--- src/common/msd_regs.svh ---
// constants for the memory space address decoder
`ifndef MSD_REGS_SVH
`define MSD_REGS_SVH
`define MSD_WIN_LSB      27
`define MSD_CORE_W       25
`define MSD_SUB_LSB      20
`define MSD_MASK_4MB     3'h0
`define MSD_MASK_8MB     3'h4
`define MSD_MASK_16MB    3'h6
`define MSD_MASK_32MB    3'h7
`define MSD_CMASK_4MB    25'h03fffff
`define MSD_CMASK_8MB    25'h07fffff
`define MSD_CMASK_16MB   25'h0ffffff
`define MSD_CMASK_32MB   25'h1ffffff
`define MSD_SUB_ROM      5'h00
`define MSD_SUB_REG      5'h01
`define MSD_REG_IDX_LSB  2
`define MSD_REG_IDX_MSB  8
`define MSD_EROM_W       18
`define MSD_BE_DWORD     4'hf
`endif

--- src/common/msd_pkg.sv ---
// types shared by the memory space address decoder
package msd_pkg;
    typedef enum logic [2:0] {
        MSD_TGT_NONE,
        MSD_TGT_DISP,
        MSD_TGT_BACK,
        MSD_TGT_AROM,
        MSD_TGT_REGS,
        MSD_TGT_EROM
    } msd_tgt_e;

    typedef struct packed {
        logic        mem;
        logic        erom;
        logic        cfg;
        logic        wr;
        logic [3:0]  be;
        logic [31:0] addr;
    } msd_req_s;

    typedef struct packed {
        logic [4:0]  base;
        logic [13:0] erom_base;
        logic        erom_en;
        logic        deep;
        logic [2:0]  amask;
    } msd_cfg_s;

    typedef struct packed {
        msd_tgt_e    tgt;
        logic        refused;
        logic [24:0] fb_off;
        logic [6:0]  reg_idx;
        logic [19:0] arom_off;
        logic [17:0] erom_off;
    } msd_ans_s;
endpackage

--- src/msd_decoder.sv ---
// memory space address decoder: window hit, core copy folding and target routing
`timescale 1ns/100ps
`include "msd_regs.svh"

module msd_decoder
    import msd_pkg::*;
(
    input  wire logic     core_clk_i,
    input  wire logic     arst_n_i,
    input  wire logic     req_valid_i,
    input  wire msd_req_s req_i,
    input  wire msd_cfg_s cfg_i,
    output logic          ans_valid_o,
    output msd_ans_s      ans_o,
    output logic          cfg_err_o,
    output logic          zbuf_ok_o
);
    logic [24:0] cmask;
    logic [24:0] hmask;
    logic        size_ok;
    logic        has_back;
    logic [24:0] coff;
    logic [24:0] foff;
    logic        fb_half;
    logic [4:0]  sub;
    logic        win_hit;
    logic        erom_hit;
    msd_ans_s    ans_d;
    msd_ans_s    ans_q;
    logic        vld_d;
    logic        vld_q;
    logic        err_d;
    logic        err_q;
    logic        zok_d;
    logic        zok_q;

    // core size from mask; unknown encodings fall back to the smallest core
    always_comb begin
        cmask   = `MSD_CMASK_4MB;
        size_ok = 1'b0;
        case (cfg_i.amask)
            `MSD_MASK_4MB: begin
                cmask   = `MSD_CMASK_4MB;
                size_ok = !cfg_i.deep;
            end
            `MSD_MASK_8MB: begin
                cmask   = `MSD_CMASK_8MB;
                size_ok = !cfg_i.deep;
            end
            `MSD_MASK_16MB: begin
                cmask   = `MSD_CMASK_16MB;
                size_ok = 1'b1;
            end
            `MSD_MASK_32MB: begin
                cmask   = `MSD_CMASK_32MB;
                size_ok = cfg_i.deep;
            end
            default: begin
                cmask   = `MSD_CMASK_4MB;
                size_ok = 1'b0;
            end
        endcase
    end

    // lower half of a core holds rom window and registers, upper half the frame buffer
    always_comb begin
        hmask    = cmask >> 1;
        has_back = cfg_i.deep || (cfg_i.amask == `MSD_MASK_16MB);
        coff     = req_i.addr[`MSD_CORE_W-1:0] & cmask;
        fb_half  = |(coff & ~hmask);
        sub      = coff[`MSD_SUB_LSB+4:`MSD_SUB_LSB] & hmask[`MSD_SUB_LSB+4:`MSD_SUB_LSB];
        foff     = coff & hmask;
        win_hit  = req_i.mem && !req_i.cfg
                   && (req_i.addr[31:`MSD_WIN_LSB] == cfg_i.base);
        erom_hit = req_i.erom && cfg_i.erom_en && !req_i.wr
                   && (req_i.addr[31:`MSD_EROM_W] == cfg_i.erom_base);
    end

    always_comb begin
        ans_d          = ans_q;
        vld_d          = 1'b0;
        err_d          = !size_ok;
        zok_d          = cfg_i.deep && (cfg_i.amask == `MSD_MASK_16MB);
        if (req_valid_i) begin
            vld_d          = 1'b1;
            ans_d.tgt      = MSD_TGT_NONE;
            ans_d.refused  = 1'b0;
            ans_d.fb_off   = '0;
            ans_d.reg_idx  = '0;
            ans_d.arom_off = '0;
            ans_d.erom_off = '0;
            if (erom_hit) begin
                ans_d.tgt      = MSD_TGT_EROM;
                ans_d.erom_off = req_i.addr[`MSD_EROM_W-1:0];
            end else if (win_hit) begin
                if (fb_half || (sub != `MSD_SUB_ROM && sub != `MSD_SUB_REG)) begin
                    // reserved lower-half regions fold onto the buffers
                    ans_d.fb_off = foff;
                    if (has_back && foff[`MSD_CORE_W-2] == 1'b0 && |(hmask >> 1)
                        && |(foff & ~(hmask >> 1))) begin
                        ans_d.tgt = MSD_TGT_BACK;
                    end else begin
                        ans_d.tgt = MSD_TGT_DISP;
                    end
                end else if (sub == `MSD_SUB_ROM) begin
                    ans_d.tgt      = MSD_TGT_AROM;
                    ans_d.arom_off = coff[`MSD_SUB_LSB-1:0];
                    ans_d.refused  = req_i.wr || (req_i.be != `MSD_BE_DWORD);
                end else begin
                    ans_d.tgt     = MSD_TGT_REGS;
                    ans_d.reg_idx = coff[`MSD_REG_IDX_MSB:`MSD_REG_IDX_LSB];
                end
            end
        end
    end

    always_ff @(posedge core_clk_i or negedge arst_n_i) begin
        if (!arst_n_i) begin
            ans_q <= '{tgt: MSD_TGT_NONE, default: '0};
            vld_q <= 1'b0;
            err_q <= 1'b0;
            zok_q <= 1'b0;
        end else begin
            ans_q <= ans_d;
            vld_q <= vld_d;
            err_q <= err_d;
            zok_q <= zok_d;
        end
    end

    assign ans_valid_o = vld_q;
    assign ans_o       = ans_q;
    assign cfg_err_o   = err_q;
    assign zbuf_ok_o   = zok_q;

    a_window_miss: assert property (@(posedge core_clk_i) disable iff (!arst_n_i)
        req_valid_i && req_i.mem && !req_i.erom
        && req_i.addr[31:`MSD_WIN_LSB] != cfg_i.base
        |=> ans_valid_o && ans_o.tgt == MSD_TGT_NONE)
        else $error("access outside the window was claimed");

    a_config_skip: assert property (@(posedge core_clk_i) disable iff (!arst_n_i)
        req_valid_i && req_i.cfg && !req_i.erom |=> ans_o.tgt == MSD_TGT_NONE)
        else $error("configuration cycle decoded as memory");

    a_copy_alias: assert property (@(posedge core_clk_i) disable iff (!arst_n_i)
        ##1 req_valid_i && $past(req_valid_i) && $stable(cfg_i) && !req_i.erom
        && !$past(req_i.erom) && $stable(req_i.mem) && $stable(req_i.cfg)
        && $stable(req_i.wr) && $stable(req_i.be)
        && req_i.addr[31:`MSD_WIN_LSB] == $past(req_i.addr[31:`MSD_WIN_LSB])
        && (req_i.addr[24:0] & cmask) == ($past(req_i.addr[24:0]) & $past(cmask))
        |=> $stable(ans_o))
        else $error("two core copies decoded differently");

    a_size_check: assert property (@(posedge core_clk_i) disable iff (!arst_n_i)
        !cfg_i.deep && (cfg_i.amask == `MSD_MASK_4MB || cfg_i.amask == `MSD_MASK_8MB
        || cfg_i.amask == `MSD_MASK_16MB) |=> !cfg_err_o)
        else $error("supported shallow core size flagged");

    a_deep_size: assert property (@(posedge core_clk_i) disable iff (!arst_n_i)
        cfg_i.deep && cfg_i.amask != `MSD_MASK_16MB && cfg_i.amask != `MSD_MASK_32MB
        |=> cfg_err_o)
        else $error("unsupported deep core size not flagged");

    a_arom_dword: assert property (@(posedge core_clk_i) disable iff (!arst_n_i)
        ans_valid_o && ans_o.tgt == MSD_TGT_AROM
        |-> ans_o.refused == ($past(req_i.wr) || $past(req_i.be) != `MSD_BE_DWORD))
        else $error("alternate rom access check wrong");

    a_reg_index: assert property (@(posedge core_clk_i) disable iff (!arst_n_i)
        req_valid_i && req_i.mem && !req_i.cfg && !req_i.erom
        && req_i.addr[31:`MSD_WIN_LSB] == cfg_i.base
        && (req_i.addr[24:0] & cmask & ~(cmask >> 1)) == 25'h0000000
        && req_i.addr[24:20] == `MSD_SUB_REG
        |=> ans_o.tgt == MSD_TGT_REGS && !ans_o.refused
        && ans_o.reg_idx == $past(req_i.addr[8:2]))
        else $error("register alias index wrong");

    a_erom_byte: assert property (@(posedge core_clk_i) disable iff (!arst_n_i)
        req_valid_i && req_i.erom && cfg_i.erom_en && !req_i.wr
        && req_i.addr[31:`MSD_EROM_W] == cfg_i.erom_base
        |=> ans_o.tgt == MSD_TGT_EROM && ans_o.erom_off == $past(req_i.addr[17:0]))
        else $error("expansion rom byte offset wrong");

    a_depth_buf: assert property (@(posedge core_clk_i) disable iff (!arst_n_i)
        zbuf_ok_o |-> $past(cfg_i.deep) && $past(cfg_i.amask) == `MSD_MASK_16MB)
        else $error("depth buffer allowed on wrong size");

    a_fb_fold: assert property (@(posedge core_clk_i) disable iff (!arst_n_i)
        ans_valid_o && (ans_o.tgt == MSD_TGT_DISP || ans_o.tgt == MSD_TGT_BACK)
        |-> ans_o.fb_off == ($past(req_i.addr[24:0]) & ($past(cmask) >> 1)))
        else $error("frame buffer offset not folded");

    a_answer_next: assert property (@(posedge core_clk_i) disable iff (!arst_n_i)
        req_valid_i |=> ans_valid_o)
        else $error("request not answered on the next cycle");

    a_idle_quiet: assert property (@(posedge core_clk_i) disable iff (!arst_n_i)
        !req_valid_i |=> !ans_valid_o)
        else $error("answer given without a request");

    a_back_route: assert property (@(posedge core_clk_i) disable iff (!arst_n_i)
        ans_valid_o && ans_o.tgt == MSD_TGT_BACK
        |-> $past(cfg_i.deep) || $past(cfg_i.amask) == `MSD_MASK_16MB)
        else $error("back buffer decoded without a back buffer");
endmodule

--- config.mk ---
export PLATFORM = sky130hd
export DESIGN_NAME = msd_decoder
export DESIGN_NICKNAME = d
export VERILOG_FILES = /design/src/common/msd_pkg.sv /design/src/msd_decoder.sv
export VERILOG_INCLUDE_DIRS = /design/src /design/src/common
export SDC_FILE = /design/constraint.sdc
export NUM_CORES = 1
export LEC_CHECK = 0
export BUFFER_PORTS_ARGS = -buffer_cell sky130_fd_sc_hd__buf_2
export CAP_MARGIN = 20
export CORE_MARGIN = 4
export CORE_UTILIZATION = 34
export CTS_CLUSTER_DIAMETER = 150
export DETAILED_ROUTE_END_ITERATION = 10
export SYNTH_ARGS = -nofsm -noshare
export SYNTH_HDL_FRONTEND = slang
export SYNTH_SLANG_ARGS = --single-unit
--- constraint.sdc ---
create_clock -name core_clk_i -period 0.8 [get_ports core_clk_i]
set_input_delay 0.04 -clock core_clk_i [delete_from_list [all_inputs] [get_ports core_clk_i]]
set_output_delay 0.04 -clock core_clk_i [all_outputs]
set_load 0.1 [all_outputs]
==> impl_metrics.tcl <==
set metrics [dict create \
    outcome "finished with violations" \
    violations "negative setup slack" \
    synth_compound_area_share_pct 22.5 \
    synthMuxAreaShare_pct 0.362 \
    cp.required_ns 1.08 \
    dp_hpwl_mm 7.13 \
    utilization_pct 71.1 \
    setup_violations 149 \
    rows 34 \
    p_per_area_mw_per_mm2 1270 \
    tns_ns -42.93 \
    root_buffer "clkbuf_8" \
    clock.fmax_mhz 793 \
    diodes 0 \
    place_area_mm2 0.00546 \
    grt_max_degree 37 \
    final_area_mm2 0.00626 \
    route.detailed.drc 0 \
    grt_pass1_wl_mm 17.0 \
    cts.sinks 76 \
    cpPeakStageDelay_ns 0.26 \
    synth_top_area_share_pct 61.2 \
    setup_slack_ns -0.461 \
    synth_seq_cells 76 \
    synthCells 229 \
    peakVddDrop_uv 858 \
    avgSynthCellArea_um2 13.6 \
    hold_ws_ns 0.0167 \
    ios 144 \
    grt_util_all_layers_pct 19.9 \
    min_period_ns 1.26 \
    synth-simple-area-share_pct 7.53 \
    die_w_um 104 \
    cts_buffers 9 \
    p_leak_uw 0.00285 \
    dieArea_mm2 0.0107 \
    drive_gt1_share_pct 66.6 \
    core_mm2 0.00881 \
    syn_nets 296 \
    worst_setup_path_end_kind "flip-flop" \
    regArea_mm2 0.00197 \
    yosysTopAreaCell "dfrtp_1" \
    cp_common_cell "buf_6" \
    finalHoldViolCount 0 \
    multi_input_area_mm2 0.00124 \
    hold_path.class "in -> reg" \
    synth_edf_count 0 \
    place.port_buffers 142 \
    total_power_uw 7940 \
    clk_latency_ns 0.34 \
    crit_fanout 11 \
    ys_types 39 \
    synthAdderAreaFrac_pct 0 \
    grt_pass1_vias 3063 \
    netlist_top_cells_count "dfrtp_1, a22o_1, xnor2_1" \
    cts_buffer_depth 2 \
    vias_per_cell 5.09 \
    synth_xor_area_share_pct 5.35 \
    crit_family "buffers and inverters" \
    nFillCells 586 \
    cts_tree "done" \
    finalCritPeriodShare_pct 158 \
    skew_ns 0 \
    vias 2899 \
    critPathBufInv 4 \
    syn-cell-area_mm2 0.00311 \
    ant_nets 0 \
    path_clk_slew_ns 0.08 \
    routed_wl_mm 10.5 \
    yosys-top-cells-area "dfrtp_1, a22o_1, xnor2_1" \
    drtIter0Drc 115 \
    ys_seq_area_share_pct 61.2 \
    report.final.slew_viol_count 0 \
    htree_levels 3 \
    rsz0062_at_grt "yes" \
    nets 523 \
    wl_per_cell_um 18.4 \
    slowest_stage "nor4_2" \
    die-height_um 104 \
    start_util_pct 35.3 \
    overflow 0 \
    async_flop_share_pct 100 \
    yosysWarnings 0 \
    synth_most_common_cell "dfrtp_1" \
    worstPathArrival_ns 1.54 \
    cp-start-kind "input pin" \
    gp_congestion 0.811 \
    synth_top_family_by_area "compound AO/OA/AOI/OAI gates" \
    worst-setup-path-type "in -> reg" \
    layout-area-overhead-vs-synth_pct 101 \
    cp_cell_sequence "buf_6 -> xor2_1 -> nor4_2 -> buf_4 -> nand3_4 -> buf_6 -> nor3b_4 -> buf_6 -> a22o_1" \
    cap_violations 0 \
    synth_flop_cell "dfrtp_1" \
    antenna_found_initial 0 \
    drtPass1Iterations 6 \
]
==> metal layers <==
metal | GRT usage (%) | share of wire, %
met5 | 0 | 0
met1 | 25.3 | 42
met4 | 4.18 | 1.0
met3 | 6.34 | 5.3
met2 | 33.4 | 52
==> area by class of cell <==
type                            instances  share of cell area, %
Timing Repair Buffer                  231                   43.2
Sequential cell                        76                   31.5
Multi-Input combinational cell        134                   19.9
Tap cell                              108                   2.16
Clock buffer                           10                   2.04
Clock inverter                          6                   1.02
Inverter                                4                  0.240
==> path summary, 6_finish.rpt <==
check                      slack, ns  cells after the start       from        end
max                            -0.46                      9  req_i[29]  ans_o[61]
min                             0.02                      3  req_i[34]  ans_o[70]
max reg2reg                    -0.10                      2  ans_o[34]  ans_o[34]
min reg2reg                     0.55                      1  ans_o[40]  ans_o[40]
max in group asynchronous       0.20                      3   arst_n_i   ans_o[2]
min in group asynchronous       0.13                      2   arst_n_i  ans_o[63]
==> metrics by stage <==
| step | instances | setup WS (ns) |
|---|---|---|
| final | 569 | -0.461 |
| after detailed placement | 497 | -0.972 |
| after global placement | 497 | -0.905 |
| after CTS | 560 | -0.448 |
| after floorplan | 229 | -0.587 |
| after global routing | 569 | -0.523 |
==> tightest hold or removal path: stages <==
cell and delay, ns:
buf_2 0.09, nand3_1 0.07, a22o_1 0.12
==> where the power goes <==
part | switching, µW | total, µW | internal (µW)
clock network | 1420 | 2860 | 1440
logic | 641 | 1190 | 553
registers | 24.2 | 3890 | 3860
total | 2090 | 7940 | 5860
==> cell families (layout without fill, tap and decap cells) <==
logic type	count (synthesis)	after routing
muxes	1	1
buffers and inverters	19	251
DFF	76	76
AOI/OAI and AO/OA	80	80
and+or+nand+nor	33	33
other	1	1
xor gates and xnor gates	19	19
==> cells in the final DEF (no fill, tap or decap), types with 2 or more instances in the layout <==
| master | n |
|---|---|
| a22o_1 | 61 |
| a32o_1 | 7 |
| buf_12 | 80 |
| buf_2 | 59 |
| buf_4 | 55 |
| buf_6 | 14 |
| clkbuf_8 | 9 |
| clkinv_2 | 2 |
| clkinvlp_4 | 2 |
| dfrtp_1 | 20 |
| dfrtp_2 | 56 |
| dlygate4sd3_1 | 22 |
| inv_1 | 3 |
| nand2_1 | 5 |
| nand2b_4 | 2 |
| nand3_1 | 5 |
| nand4_1 | 3 |
| nor2_1 | 2 |
| nor3b_2 | 2 |
| nor4_4 | 2 |
| o22a_1 | 2 |
| o2bb2ai_2 | 2 |
| xnor2_1 | 10 |
| xnor2_2 | 4 |
| xor2_1 | 4 |
==> sequential cells by signal (all words and copies together), names as in the netlist <==
register	count
ans_valid_o	1
cfg_err_o	1
zbuf_ok_o	1
ans_o	73
==> repair_timing <==
item                                    in CTS  in global routing
buffers inserted                            23                 11
endpoints found under the setup margin     149                150
gates resized for setup                     26                  7
pin swaps                                   11                 11
hold buffers                                22                  0
endpoints found under the hold margin      132                  0
cloned                                       2                  0
No activity file was read; power rests on OpenSTA's default activity.
